[src/rtl/bit_exec_defs.svh]
// Constants for the bit set, bit test/skip and relative jump execution block.
// Assumes a 16-bit instruction word, an 8-bit data path and a byte-addressed program counter.
`ifndef BIT_EXEC_DEFS_SVH
`define BIT_EXEC_DEFS_SVH

`define OPC_SET_BIT     4'h8
`define OPC_TEST_ZERO   4'hB
`define OPC_REL_JUMP    5'h1A
`define IDX_LIMIT       8'h5F
`define ACCESS_BANK     6'h00
`define ACC_SPLIT       8'h60
`define HIGH_ACC_BANK   6'h3F
`define WORD_STEP       2'h2

`endif

[src/rtl/bit_exec_pkg.sv]
// Types shared by the bit execution block and its phase generator.
// Assumes bit_exec_defs.svh is included by each user.
package bit_exec_pkg;

	typedef enum logic [1:0] {
		PH_Q1,
		PH_Q2,
		PH_Q3,
		PH_Q4
	} phase_t;

	typedef enum logic [1:0] {
		OP_NONE,
		OP_SET,
		OP_TEST,
		OP_JUMP
	} op_t;

	typedef struct packed {
		logic [13:0] addr;
		logic [7:0]  wdata;
		logic        rd;
		logic        wr;
		logic        indexed;
	} data_req_t;

endpackage : bit_exec_pkg

[src/rtl/bit_set_skip_branch_exec.sv]
// Execution of bit set, bit test with skip when zero, and unconditional relative jump.
// Assumes the fetch path presents the instruction at Q1 and the register file answers a
// read within the same phase Q2 on rd_data; pc_in is the already-incremented counter.
// Operation
// - Opcode 1000 sets the chosen bit: read in Q2, write back in Q4.
// - Access flag 0 picks the shared bank; 1 uses the bank choice value.
// - Flag 0, extended set on, address at most 95: indexed literal offset.
// - Opcode 1011 tests a bit; zero means skip the next instruction.
// - A skip discards the fetched word and adds one no-operation cycle per word of the skipped instruction.
// - Skipping a two-word instruction costs three cycles in total.
// - Skipping a three-word instruction costs four cycles in total.
// - Jump: decode, read literal, process, load counter, then one idle cycle.
// - Jump encoding 11010 plus 11-bit offset; target is counter plus twice offset.
`timescale 1ns/1ns
`default_nettype none
`include "bit_exec_defs.svh"

module bit_set_skip_branch_exec #(
	parameter int PC_W = 21
) (
	// Clock and reset
	input  wire logic                    clk,
	input  wire logic                    srst,
	// Fetch path
	input  wire logic [15:0]             instr,
	input  wire logic [1:0]              next_words,
	input  wire logic [PC_W-1:0]         pc_in,
	output logic                         discard_fetch,
	output logic                         pc_load,
	output logic [PC_W-1:0]              pc_target,
	output logic                         busy,
	// Core state
	input  wire logic [5:0]              bank_choice_value,
	input  wire logic                    ext_set_en,
	input  wire logic [13:0]             index_base,
	// Register file
	output var  bit_exec_pkg::data_req_t data_req,
	input  wire logic [7:0]              rd_data,
	// Phase
	output var  bit_exec_pkg::phase_t    phase
);

	logic                   cycle_end;
	bit_exec_pkg::op_t      op_r;
	logic [15:0]            instr_r;
	logic [7:0]             val_r;
	logic [1:0]             nop_cnt_r;
	logic [PC_W-1:0]        target_r;

	// ------------------------------------------------------------
	// Decode helpers
	// ------------------------------------------------------------
	function automatic bit_exec_pkg::op_t decode(input logic [15:0] w);
		if (w[15:12] == `OPC_SET_BIT)
			return bit_exec_pkg::OP_SET;
		else if (w[15:12] == `OPC_TEST_ZERO)
			return bit_exec_pkg::OP_TEST;
		else if (w[15:11] == `OPC_REL_JUMP)
			return bit_exec_pkg::OP_JUMP;
		else
			return bit_exec_pkg::OP_NONE;
	endfunction : decode

	function automatic logic [13:0] file_addr(input logic [15:0] w, input logic [5:0] bank,
			input logic ext, input logic [13:0] base);
		logic [7:0] f;
		f = w[7:0];
		if (!w[8] && ext && f <= `IDX_LIMIT)
			return 14'(base + {6'h00, f});
		else if (w[8])
			return {bank, f};
		else if (f < `ACC_SPLIT)
			return {`ACCESS_BANK, f};
		else
			return {`HIGH_ACC_BANK, f};
	endfunction : file_addr

	function automatic logic indexed(input logic [15:0] w, input logic ext);
		return !w[8] && ext && (w[7:0] <= `IDX_LIMIT);
	endfunction : indexed

	quad_phase u_phase (
		.clk       (clk),
		.srst      (srst),
		.phase     (phase),
		.cycle_end (cycle_end)
	);

	// ------------------------------------------------------------
	// Decode in Q1
	// ------------------------------------------------------------
	always_ff @(posedge clk) begin
		if (srst) begin
			op_r    <= bit_exec_pkg::OP_NONE;
			instr_r <= 16'h0000;
		end else if (phase == bit_exec_pkg::PH_Q1) begin
			if (nop_cnt_r != 2'h0) begin
				op_r <= bit_exec_pkg::OP_NONE;
			end else begin
				op_r    <= decode(instr);
				instr_r <= instr;
			end
		end
	end

	// ------------------------------------------------------------
	// Register read in Q2, bit processing in Q3
	// ------------------------------------------------------------
	always_ff @(posedge clk) begin
		if (srst) begin
			val_r <= 8'h00;
		end else if (phase == bit_exec_pkg::PH_Q2) begin
			val_r <= rd_data;
		end else if (phase == bit_exec_pkg::PH_Q3 && op_r == bit_exec_pkg::OP_SET) begin
			val_r <= val_r | (8'h01 << instr_r[11:9]);
		end
	end

	always_comb begin
		data_req       = '0;
		data_req.addr  = file_addr(instr_r, bank_choice_value, ext_set_en, index_base);
		data_req.indexed = indexed(instr_r, ext_set_en);
		data_req.wdata = val_r;
		data_req.rd    = (phase == bit_exec_pkg::PH_Q2) &&
			(op_r == bit_exec_pkg::OP_SET || op_r == bit_exec_pkg::OP_TEST);
		data_req.wr    = (phase == bit_exec_pkg::PH_Q4) && (op_r == bit_exec_pkg::OP_SET);
	end

	// ------------------------------------------------------------
	// Jump target in Q3, counter load in Q4
	// ------------------------------------------------------------
	always_ff @(posedge clk) begin
		if (srst) begin
			target_r <= '0;
		end else if (phase == bit_exec_pkg::PH_Q3 && op_r == bit_exec_pkg::OP_JUMP) begin
			target_r <= pc_in + PC_W'({{(PC_W-11){instr_r[10]}}, instr_r[10:0]} << 1);
		end
	end

	assign pc_load   = (phase == bit_exec_pkg::PH_Q4) && (op_r == bit_exec_pkg::OP_JUMP);
	assign pc_target = target_r;

	// ------------------------------------------------------------
	// Idle cycles after a jump or a skip
	// ------------------------------------------------------------
	always_ff @(posedge clk) begin
		if (srst) begin
			nop_cnt_r <= 2'h0;
		end else if (cycle_end) begin
			if (op_r == bit_exec_pkg::OP_JUMP)
				nop_cnt_r <= 2'h1;
			else if (op_r == bit_exec_pkg::OP_TEST && !val_r[instr_r[11:9]])
				nop_cnt_r <= (next_words == 2'h0) ? 2'h1 : next_words;
			else if (nop_cnt_r != 2'h0)
				nop_cnt_r <= nop_cnt_r - 2'h1;
		end
	end

	assign discard_fetch = cycle_end && (op_r == bit_exec_pkg::OP_JUMP ||
		(op_r == bit_exec_pkg::OP_TEST && !val_r[instr_r[11:9]]));
	assign busy = (nop_cnt_r != 2'h0);
endmodule : bit_set_skip_branch_exec

`default_nettype wire

[src/rtl/quad_phase.sv]
// Four-phase generator: one clock cycle per phase, four phases per instruction cycle.
// Assumes a free-running clock and a synchronous reset.
`timescale 1ns/1ns
`default_nettype none

module quad_phase (
	// Clock and reset
	input  wire logic             clk,
	input  wire logic             srst,
	// Phase outputs
	output var  bit_exec_pkg::phase_t phase,
	output logic                  cycle_end
);

	always_ff @(posedge clk) begin
		if (srst) begin
			phase <= bit_exec_pkg::PH_Q1;
		end else begin
			unique case (phase)
				bit_exec_pkg::PH_Q1: phase <= bit_exec_pkg::PH_Q2;
				bit_exec_pkg::PH_Q2: phase <= bit_exec_pkg::PH_Q3;
				bit_exec_pkg::PH_Q3: phase <= bit_exec_pkg::PH_Q4;
				bit_exec_pkg::PH_Q4: phase <= bit_exec_pkg::PH_Q1;
			endcase
		end
	end

	assign cycle_end = (phase == bit_exec_pkg::PH_Q4);

endmodule : quad_phase

`default_nettype wire
[config.mk]
export PLATFORM = sky130hd
export DESIGN_NAME = bit_set_skip_branch_exec
export DESIGN_NICKNAME = d
export VERILOG_FILES = /design/src/rtl/bit_exec_pkg.sv /design/src/rtl/bit_set_skip_branch_exec.sv /design/src/rtl/quad_phase.sv
export VERILOG_INCLUDE_DIRS = /design/src /design/src/rtl
export SDC_FILE = /design/constraint.sdc
export NUM_CORES = 1
export LEC_CHECK = 0
export BUFFER_PORTS_ARGS = -buffer_cell sky130_fd_sc_hd__buf_2
export CAP_MARGIN = 25
export CORE_ASPECT_RATIO = 0.8
export CORE_MARGIN = 8
export CORE_UTILIZATION = 47
export CTS_CLUSTER_DIAMETER = 40
export CTS_CLUSTER_SIZE = 10
export DETAILED_ROUTE_END_ITERATION = 10
export GPL_TIMING_DRIVEN = 0
export PLACE_DENSITY = 0.79
export SKIP_CTS_REPAIR_TIMING = 1
export SLEW_MARGIN = 20
export SYNTH_ARGS = -nofsm -noshare
export SYNTH_HDL_FRONTEND = slang
export SYNTH_HIERARCHICAL = 1
export SYNTH_SLANG_ARGS = --single-unit
[constraint.sdc]
create_clock -name clk -period 6.55 [get_ports clk]
set_clock_uncertainty 0.15 [all_clocks]
set_input_delay 1.965 -clock clk [delete_from_list [all_inputs] [get_ports clk]]
set_output_delay 1.965 -clock clk [all_outputs]
set_load 0.005 [all_outputs]
Word-level counts from Yosys, hierarchy flattened --
Cells that the tools add are included.
Word-level totals: flip-flop bits (word level) 47, input port bits 70, output and inout bits 51, logic and storage cells 60
Operators by class: add/subtract/negate cells 3, order comparisons 3, equality and inequality tests 9, shift-type cells 1, mux-type cells 16, bitwise operators 2, reduce and logical (&&, ||, !) cells 20
Operators with widths (number):
- 2-to-1 mux 14 bit | 3
- adder 21 bit | 1
- 2-to-1 mux 2 bit | 8
- 2-to-1 mux 8 bit | 2
- adder 14 x 8 -> 14 bit | 1
- logical AND 1 bit | 9
- equality test 2 bit, second input constant | 4
- equality test 4 bit, second input constant | 2
- less-or-equal comparator 8 x 7 -> 1 bit, second input constant | 1
- less-than comparator 8 x 7 -> 1 bit, second input constant | 1
- bitwise OR 8 bit | 1
- case mux 2 bit (4 select lines) | 1
- left shift 1 x 3 -> 8 bit, first input constant | 1
- equality test 5 bit, second input constant | 1
- equality test 2 x 1 -> 1 bit, second input constant | 2
- logical NOT 2 bit | 2
- less-than comparator 3 x 4 -> 1 bit, second input constant | 1
- AND reduction 2 bit | 2
- nonzero test 2 bit | 2
- binary-select mux 1 bit (select 3 bit) | 1
- nonzero test 3 bit | 1
- logical NOT 1 bit | 2
- logical OR 1 bit | 2
- subtractor 2 x 1 -> 2 bit, second input constant | 1
- 2 further kinds | 2

Depth between registers and ports, before layout --
Gate-level depths: netlist of the first run.
depth after elaboration 6, gate-level depth with buffers 9, gate-level depth less buffers 8

Cells and area by module --
The synthesis of the first run kept the hierarchy.
By module, submodules not included:
- bit_set_skip_branch_exec | times used 1, cells each 450, area an instance 3460.8 sq um, seq. area each 900.9 sq um
- quad_phase | times used 1, cells each 9, area an instance 101.3 sq um, seq. area each 40.0 sq um

Worst setup path after synthesis of the first run --
No wires, ideal clock.
kind input to output, start input port index_base[0], end output port data_req[21] (netlist bit), data arrival time 3.547 ns, data required time 4.435 ns, slack 0.888 ns, stages on the path 8, path buffers 0, path through ha_1 > fa_1 > a21o_1 > a211oi_1 > o21ai_0 > nand4_1 > xor2_1 > o21ai_0
RTL lines:
- start, declared | RTL line bit_set_skip_branch_exec.sv:35 | input wire logic [13:0] index_base,
- end, declared | RTL line bit_set_skip_branch_exec.sv:37 | output var bit_exec_pkg::data_req_t data_req,

==> impl_metrics.json, run 1 <==
{
  "cts_max_level": 2,
  "port_buffers": 120,
  "critPathTopFamily": "compound AO/OA/AOI/OAI gates",
  "finalCoreUtilization_pct": 59.4,
  "power.static_leakage_nw": 2.11,
  "hold_violations": 0,
  "number_of_synthesized_flops_with_an_enable_pin": 0,
  "drtAntennaViolNets": 0,
  "synth_seq_cells": 47,
  "vias": 3794,
  "max_transition_margin_pct": 60.5,
  "cp.arrival_ns": 3.94,
  "worstMarginPinSlew_ns": 0.591,
  "floorplan.rows": 28,
  "number_of_clock_sinks_seen_by_cts": 47,
  "vias_in_the_first_global_route": 3708,
  "final-max-slew-violation-count": 0,
  "synth_top_cell_area_share_pct": 26.4,
  "reg2reg_slack_ns": 3.66,
  "wl_per_cell_um": 15.8,
  "dp_slack_ns": 0.483,
  "number_of_antenna_violations_at_the_first_check_in_global_routing": 0,
  "critPathMaxFanout": 3,
  "synth_area_per_cell_um2": 7.76,
  "hold_ws_ns": 0.305,
  "drc": 0,
  "yosys_warnings": 6,
  "drt-total-wl_um": 10700,
  "overflow": 0,
  "finalSetupTns_ns": 0,
  "hp-start": "pc_target[6]",
  "cp_slowest_stage_delay_ns": 0.41,
  "postSynthNetCount": 565,
  "worst-endpoint-required_ns": 4.43,
  "final-setup-viol-count": 0,
  "dr_vias_cell": 5.60,
  "synth_top_flop_cell": "sky130_fd_sc_hd__dfxtp_1",
  "final_min_period_over_clock_period_pct": 92.4,
  "tritoncts": "yes",
  "netlist_top_cells_area": "sky130_fd_sc_hd__dfxtp_1 (26%), sky130_fd_sc_hd__ha_1 (12%), sky130_fd_sc_hd__nand2_1 (7.3%), sky130_fd_sc_hd__a21oi_1 (6.7%), sky130_fd_sc_hd__o21ai_0 (5.3%)",
  "final_cell_count_no_fill": 677,
  "post-synth-top-area-cell": "sky130_fd_sc_hd__dfxtp_1",
  "crit_slowest_cell": "sky130_fd_sc_hd__fa_1",
  "critPathLaunchType": "input pin",
  "worst-path-buf-inv": 2,
  "area.growth.synth_to_final_pct": 22.6,
  "grt_first_pass_wirelength_um": 17600,
  "cts_buffer_depth": 2,
  "tritoncts.num_buffers": 5,
  "fmax_mhz": 165,
  "fin_nets": 692,
  "post_synth_num_cell_types": 52,
  "timing_worst_setup_path_type": "in2out",
  "fp.dieH_um": 93.9,
  "rsz0062_at_grt": "no",
  "ys_async_sr_fraction_pct": 0,
  "chipWidth_um": 113,
  "netlist_instances": 459,
  "most-common-layout-cells": "sky130_fd_sc_hd__buf_2 (121), sky130_fd_sc_hd__nand2_1 (69), sky130_fd_sc_hd__a21oi_1 (48)",
  "detail_route.iter0.violations": 155,
  "gp_routability_congestion": 0.920,
  "layout.cells.most_common": "sky130_fd_sc_hd__buf_2",
  "clk_root_buf": "sky130_fd_sc_hd__clkbuf_8",
  "design.core.area_um2": 7360,
  "detailed_routing_iteration_count_for_the_pre_antenna_repair_pass": 4,
  "share_of_post_route_cells_with_drive_strength_above_1_pct": 23.3,
  "design_power_total_mw": 1.08,
  "summed_instance_area_of_the_synthesized_netlist_um2": 3560,
  "cap_viol_max_count": 0,
  "num_io_pins": 121,
  "run_status": "finished, final reports clean",
  "grt_max_degree": 17,
  "worst_r2r_startpoint": "instr_r[0]",
  "worst_path_cell_trace": "buf_2 -> ha_1 -> fa_1 -> a21o_1 -> a211oi_1 -> o21ai_0 -> nand4_1 -> xor2_1 -> o21ai_0 -> buf_2",
  "placement.cell_area_um2": 4280,
  "power-per-cell-area_nw_per_um2": 246,
  "initial_utilization_pct": 48.4,
  "worst_skew_late_latency_ns": 0.31,
  "postLayoutSetupSlackWorst_ns": 0.498,
  "die_area_um2": 10600,
  "dp.cells": 669,
  "n_antenna_cell": 0,
  "track_usage_pct": 20.0,
  "hold_crit_path_type": "reg2reg",
  "postLayoutCellArea_um2": 4370,
  "crit_start": "index_base[0]",
  "dpl.hpwl_um": 8870,
  "vdd.ir_drop.worst_mv": 0.127,
  "seq_area_frac_synth_pct": 26.4,
  "cts.reportedPaths.clkPinSlew_ns": 0.09,
  "timing.critical_path.to_type": "output port",
  "period_needed_ns": 6.05
}
==> layout make-up <==
type | instances | area, um2
fill | 708 | 2990
multi-input combinational | 377 | 2470
sequential | 47 | 941
timing repair buffer | 120 | 601
tap | 90 | 113
buffer | 19 | 87.6
clock buffer | 5 | 68.8
inverter | 16 | 60.1
clock inverter | 3 | 23.8
==> tightest hold or removal path: cells and delay by family, from the launching register on <==
| kind | cells | cell delay [ns] |
|---|---|---|
| flip-flops | 1 | 0.32 |
| AND/OR/NAND/NOR | 1 | 0.05 |
| AO/OA/AOI/OAI | 1 | 0.05 |
==> report_power, final <==
part	internal, mW	switching, mW	total, mW
Clock	0.0765	0.107	0.183
Combinational	0.229	0.307	0.536
Sequential	0.318	0.0391	0.357
==> path summary, 6_finish.rpt <==
check	end	cells past startpoint
worst max-delay path	data_req[21]	10
worst min-delay path	pc_target[6]	2
worst max register to register	pc_target[19]	9
worst min register to register	pc_target[6]	2
==> sequential cells by signal (all words and copies together) (netlist names) <==
signal,cells
pc_target,21
u_phase/phase,2
val_r,8
nop_cnt_r,2
instr_r,12
op_r,2
==> metal layers <==
metal / GRT usage [%] / up-vias / share of wire (%)
li1: - / 1933 / -
met2: 32.3 / 120 / 45
met1: 26.7 / 1734 / 47
met4: 3.21 / 0 / 0.57
met5: 0 / - / 0
met3: 5.20 / 7 / 7.5
==> cells in the mapped netlist, drive strengths merged, types with 3 or more instances <==
master / n
nand2: 69
a21oi: 48
dfxtp: 47
o21ai: 38
ha: 34
nor2: 34
clkbuf: 16
inv: 16
nor3: 14
a21o: 13
xor2: 13
a211oi: 12
nand3: 10
a211o: 7
or3: 7
xnor2: 7
and3: 6
a32o: 5
nand4: 5
nand2b: 4
a31oi: 3
buf: 3
mux2i: 3
nor2b: 3
nor4: 3
o211ai: 3
o21a: 3
o21bai: 3
==> kinds of logic (layout without fill, tap and decap cells) <==
family / after synthesis / after routing / synth area share [%]
DFF: 47 / 47 / 26.4
AOI/OAI and AO/OA: 151 / 151 / 27.8
and+or+nand+nor: 165 / 165 / 21.3
xor gates and xnor gates: 20 / 20 / 4.92
muxes: 5 / 5 / 2.32
adders and majority gates: 36 / 36 / 13.1
buffers and inverters: 35 / 163 / 4.14
Power figures use the tool's default switching activity.
==> inputs of run 2 (changes only) <==
==> constraint.sdc (replaced) <==
create_clock -name clk -period 5.8 [get_ports clk]
set_clock_uncertainty 0.15 [all_clocks]
set_input_delay 1.74 -clock clk [delete_from_list [all_inputs] [get_ports clk]]
set_output_delay 1.74 -clock clk [all_outputs]
set_load 0.005 [all_outputs]
==> run 2 against run 1 <==
Worst setup slack worse by 0.24 ns; cell count stayed put; combinational power is 13% higher; core utilization is 0.068 points higher; critical endpoint unchanged; largest cell class unchanged; largest power group unchanged.
==> impl_metrics.json, run 2 (synthesis results as in run 1) <==
{
  "r2r.worst_path.cells": 9,
  "hold_crit_path_type": "reg2reg",
  "number_of_antenna_violations_at_the_first_check_in_global_routing": 0,
  "most-common-layout-cells": "sky130_fd_sc_hd__buf_2 (121), sky130_fd_sc_hd__nand2_1 (69), sky130_fd_sc_hd__a21oi_1 (48)",
  "critPathLaunchType": "input pin",
  "tritoncts": "yes",
  "min_delay_path_depth": 2,
  "power-per-cell-area_nw_per_um2": 278,
  "period_needed_ns": 5.54,
  "cap_viol_max_count": 0,
  "tritoncts.num_buffers": 5,
  "drtAntennaViolNets": 0,
  "pwr-share-comb_pct": 49.9,
  "chipWidth_um": 113,
  "vias_in_the_first_global_route": 3708,
  "fmax_mhz": 180,
  "postLayoutSetupSlackWorst_ns": 0.257,
  "hold_violations": 0,
  "timing_worst_setup_path_type": "in2out",
  "max_ffs_per_register": 21,
  "cp.arrival_ns": 3.65,
  "port_buffers": 120,
  "gp_routability_congestion": 0.920,
  "vdd.ir_drop.worst_mv": 0.144,
  "power.static_leakage_nw": 2.12,
  "drc": 0,
  "intPower_uw": 705,
  "fraction_of_power_spent_switching_nets_pct": 42.1,
  "final-max-slew-violation-count": 0,
  "die_area_um2": 10600,
  "worst_r2r_startpoint": "instr_r[0]",
  "overflow": 0,
  "dr_vias_cell": 5.60,
  "fp.dieH_um": 93.9,
  "critPathMaxFanout": 3,
  "worst-endpoint-required_ns": 3.91,
  "worst_skew_late_latency_ns": 0.31,
  "wl_per_cell_um": 15.9,
  "detailed_routing_iteration_count_for_the_pre_antenna_repair_pass": 4,
  "clk_root_buf": "sky130_fd_sc_hd__clkbuf_8",
  "share_of_post_route_cells_with_drive_strength_above_1_pct": 23.5,
  "n_antenna_cell": 0,
  "grt_max_degree": 17,
  "number_of_clock_sinks_seen_by_cts": 47,
  "drt-total-wl_um": 10700,
  "r2r_end": "pc_target[19]",
  "power.clock.fraction_pct": 17.0,
  "finalSetupTns_ns": 0,
  "detail_route.iter0.violations": 168,
  "cts_max_level": 2,
  "power_frac_seq_pct": 33.1,
  "dp_slack_ns": 0.183,
  "cts_buffer_depth": 2,
  "area.growth.synth_to_final_pct": 22.8,
  "floorplan.rows": 28,
  "rsz0062_at_grt": "no",
  "run_status": "finished, final reports clean",
  "design_power_total_mw": 1.22,
  "final_min_period_over_clock_period_pct": 95.6,
  "fin_nets": 692,
  "layout.cells.most_common": "sky130_fd_sc_hd__buf_2",
  "cts.reportedPaths.clkPinSlew_ns": 0.09,
  "max_transition_margin_pct": 60.5,
  "dpl.hpwl_um": 8870,
  "num_io_pins": 121,
  "holdPathEnd": "pc_target[6]",
  "vias": 3794,
  "switching_power_of_the_nets_uw": 512,
  "design.core.area_um2": 7360,
  "hp-start": "pc_target[6]",
  "worstMarginPinSlew_ns": 0.591,
  "initial_utilization_pct": 48.4,
  "reg2reg_slack_ns": 2.90,
  "final-setup-viol-count": 0,
  "track_usage_pct": 20.0,
  "grt_first_pass_wirelength_um": 17600,
  "timing.critical_path.to_type": "output port"
}
## run 2: worst max-delay path by stage
stage / from / endpoint / slack (ns)
floorplan: index_base[0] / data_req[21] / 0.59
global placement: index_base[0] / data_req[23] / 0.22
detailed placement: index_base[0] / data_req[21] / 0.18
CTS: index_base[0] / data_req[21] / 0.17
global route: index_base[0] / data_req[21] / 0.09
finish: index_base[0] / data_req[21] / 0.26
## run 2: critical path, cell delays in order
cell and delay (ns):
sky130_fd_sc_hd__buf_2 0.10, sky130_fd_sc_hd__ha_1 0.21, sky130_fd_sc_hd__fa_1 0.41, sky130_fd_sc_hd__a21o_1 0.23, sky130_fd_sc_hd__a211oi_2 0.26, sky130_fd_sc_hd__o21ai_0 0.18
sky130_fd_sc_hd__nand4_1 0.14, sky130_fd_sc_hd__xor2_1 0.14, sky130_fd_sc_hd__o21ai_0 0.08, sky130_fd_sc_hd__buf_2 0.15
## run 2: cell type report
type	instances	area [um2]
timing repair buffer	120	601
buffer	19	87.6
fill	708	2980
multi-input combinational	377	2480
inverter	16	60.1
tap	90	113
sequential	47	941
clock buffer	5	68.8
clock inverter	3	23.8
## run 2: metal layers
metal	vias to the layer above	routed length, um	share of wire, %	global-route usage (%)
met5	-	0	0	0
met4	0	61	0.57	3.21
met3	7	832	7.7	5.20
met2	125	4860	45	32.3
met1	1727	4980	46	26.7
li1	1935	-	-	-
## run 2: power groups by stage
| stage | Sequential [mW] | Clock, mW | Combinational (mW) |
|---|---|---|---|
| 6_report | 0.403 | 0.207 | 0.607 |
| 5_1_grt | 0.410 | 0.225 | 0.683 |
| 4_1_cts | 0.404 | 0.210 | 0.602 |
| 3_5_place_dp | 0.411 | 0 | 0.597 |
| 3_3_place_gp | 0.410 | 0 | 0.579 |
| 2_1_floorplan | 0.401 | 0 | 0.418 |
## run 2: stage by stage
stage	hold WS [ns]	area [um2]	instances	utilization (%)
final	0.305	4370	677	59.4
after global routing	0.332	4370	677	59.4
after CTS	0.306	4370	677	59.4
after detailed placement	0.294	4280	669	58.1
after global placement	0.287	4280	669	58.1
after floorplan	0.291	3560	459	-
==> inputs of run 3 (changes only) <==
--- a/config.mk
+++ b/config.mk
@@ -10,12 +10,12 @@
 export CAP_MARGIN = 25
 export CORE_ASPECT_RATIO = 0.8
 export CORE_MARGIN = 8
-export CORE_UTILIZATION = 47
+export CORE_UTILIZATION = 45
 export CTS_CLUSTER_DIAMETER = 40
 export CTS_CLUSTER_SIZE = 10
 export DETAILED_ROUTE_END_ITERATION = 10
 export GPL_TIMING_DRIVEN = 0
-export PLACE_DENSITY = 0.79
+export PLACE_DENSITY = 0.8
 export SKIP_CTS_REPAIR_TIMING = 1
 export SLEW_MARGIN = 20
 export SYNTH_ARGS = -nofsm -noshare
==> constraint.sdc (replaced) <==
create_clock -name clk -period 4.7 [get_ports clk]
set_clock_uncertainty 0.15 [all_clocks]
set_input_delay 1.41 -clock clk [delete_from_list [all_inputs] [get_ports clk]]
set_output_delay 1.41 -clock clk [all_outputs]
set_load 0.005 [all_outputs]
==> run 3 against run 2 <==
Register-to-register slack lost 1.1 ns; global-route usage shrank 0.21 points; critical path depth is the same; highest routed layer unchanged; cell area grew 2.1%; combinational power grew 25%.
==> impl_metrics.json, run 3 (synthesis results as in run 1) <==
{
  "run_status": "finished, final reports clean",
  "finalSetupTns_ns": 0,
  "period_needed_ns": 4.70,
  "pwr-share-comb_pct": 48.1,
  "overflow": 0,
  "chipWidth_um": 115,
  "fraction_of_power_spent_switching_nets_pct": 40.9,
  "detail_route.iter0.violations": 215,
  "crit_path_frequent_cell": "sky130_fd_sc_hd__nor2_1",
  "vias_in_the_first_global_route": 3836,
  "cap_viol_max_count": 0,
  "cts_max_level": 2,
  "critPathMaxFanout": 2,
  "fmax_mhz": 213,
  "fin_nets": 694,
  "power.clock.fraction_pct": 19.8,
  "max_transition_margin_pct": 60.5,
  "drt-total-wl_um": 11100,
  "clk_root_buf": "sky130_fd_sc_hd__clkbuf_8",
  "grt_first_pass_wirelength_um": 17700,
  "critPathTopFamily": "compound AO/OA/AOI/OAI gates",
  "rsz0062_at_grt": "yes",
  "area.growth.synth_to_final_pct": 25.3,
  "num_io_pins": 121,
  "vias": 3922,
  "final_min_period_over_clock_period_pct": 99.9,
  "dr_vias_cell": 5.63,
  "track_usage_pct": 19.8,
  "cts_buffer_depth": 2,
  "power.static_leakage_nw": 2.14,
  "worst-path-buf-inv": 2,
  "port_buffers": 120,
  "n_antenna_cell": 0,
  "gp_routability_congestion": 0.867,
  "design_power_total_mw": 1.57,
  "hold_violations": 0,
  "max_ffs_per_register": 21,
  "cp.arrival_ns": 3.14,
  "switching_power_of_the_nets_uw": 642,
  "dp.cells": 687,
  "final-max-slew-violation-count": 0,
  "worst-endpoint-required_ns": 3.14,
  "most-common-layout-cells": "sky130_fd_sc_hd__buf_2 (120), sky130_fd_sc_hd__nand2_1 (69), sky130_fd_sc_hd__a21oi_1 (48)",
  "worst_path_cell_trace": "buf_8 -> ha_4 -> fa_2 -> a21o_1 -> a211oi_2 -> nor2_1 -> nor2_1 -> xor2_1 -> o21ai_1 -> buf_2",
  "die_area_um2": 11000,
  "share_of_post_route_cells_with_drive_strength_above_1_pct": 24.4,
  "cp_slowest_stage_delay_ns": 0.38,
  "cts.reportedPaths.clkPinSlew_ns": 0.09,
  "power-per-cell-area_nw_per_um2": 352,
  "vdd.ir_drop.worst_mv": 0.185,
  "number_of_antenna_violations_at_the_first_check_in_global_routing": 0,
  "worst_skew_late_latency_ns": 0.31,
  "layout.cells.most_common": "sky130_fd_sc_hd__buf_2",
  "hold_crit_path_type": "reg2reg",
  "layout.area.seq_um2": 941,
  "intPower_uw": 929,
  "multi_input_comb_area_um2": 2500,
  "fill_count": 744,
  "power_frac_seq_pct": 32.1,
  "postLayoutSetupSlackWorst_ns": 0.00268,
  "tritoncts": "yes",
  "drc": 0,
  "final_cell_count_no_fill": 697,
  "crit_slowest_cell": "sky130_fd_sc_hd__fa_2",
  "hold_ws_ns": 0.304,
  "grt_max_degree": 16,
  "timing_worst_setup_path_type": "in2out",
  "detailed_routing_iteration_count_for_the_pre_antenna_repair_pass": 7,
  "design.core.area_um2": 7800,
  "dp_slack_ns": -0.286,
  "tritoncts.num_buffers": 5,
  "number_of_clock_sinks_seen_by_cts": 47,
  "dpl.hpwl_um": 8830,
  "critPathLaunchType": "input pin",
  "initial_utilization_pct": 45.7,
  "drtAntennaViolNets": 0,
  "fp.dieH_um": 95.6,
  "final-setup-viol-count": 0,
  "wl_per_cell_um": 15.9,
  "worstMarginPinSlew_ns": 0.593,
  "timing.critical_path.to_type": "output port",
  "floorplan.rows": 29
}
-- run 3: changes by cell type in the layout (fill, tap and decap cells not counted), sizes merged --
cell      change
buf           +2
clkinv        +2
bufinv        +1
clkinvlp      -2
inv           -1
-- run 3: area by class of cell --
cell class	instances	share of cell area, %
Timing Repair Buffer	122	14.0
Tap cell	108	3.03
Clock buffer	5	1.54
Inverter	16	1.35
Multi-Input combinational cell	377	56.1
Clock inverter	3	0.981
Sequential cell	47	21.1
Buffer	19	1.96
-- run 3: power by group through the flow --
stage          Sequential (mW)  Combinational [mW]  Clock, mW
3_3_place_gp             0.509               0.708          0
3_5_place_dp             0.511               0.731          0
4_1_cts                  0.502               0.737      0.314
6_report                 0.504               0.756      0.311
5_1_grt                  0.512               0.855      0.333
2_1_floorplan            0.494               0.516          0
-- run 3: worst paths after layout --
kind	slack (ns)	start	cells past startpoint	to
max	0.003	index_base[0]	10	data_req[17]
min	0.30	pc_target[8]	2	pc_target[8]
max reg2reg	1.82	instr_r[0]	9	pc_target[19]
min reg2reg	0.30	pc_target[8]	2	pc_target[8]
-- run 3: worst min-delay path, cell delays in order, from the launching register on --
cell and delay, ns:
sky130_fd_sc_hd__dfxtp_1 0.32, sky130_fd_sc_hd__nand2_1 0.05, sky130_fd_sc_hd__a21oi_1 0.05
-- run 3: stage by stage --
stage / util, % / area (um2)
floorplan: - / 3560
global placement: 55.1 / 4300
detailed placement: 55.1 / 4300
CTS: 56.5 / 4410
global route: 57.2 / 4460
finish: 57.2 / 4460
-- run 3: routing by layer --
layer / track usage [%] / vias to the layer above / routed length (um)
met3: 5.00 / 23 / 808
li1: - / 1935 / -
met1: 24.2 / 1821 / 4810
met2: 33.8 / 143 / 5230
met4: 5.67 / 0 / 206
met5: 0 / - / 0
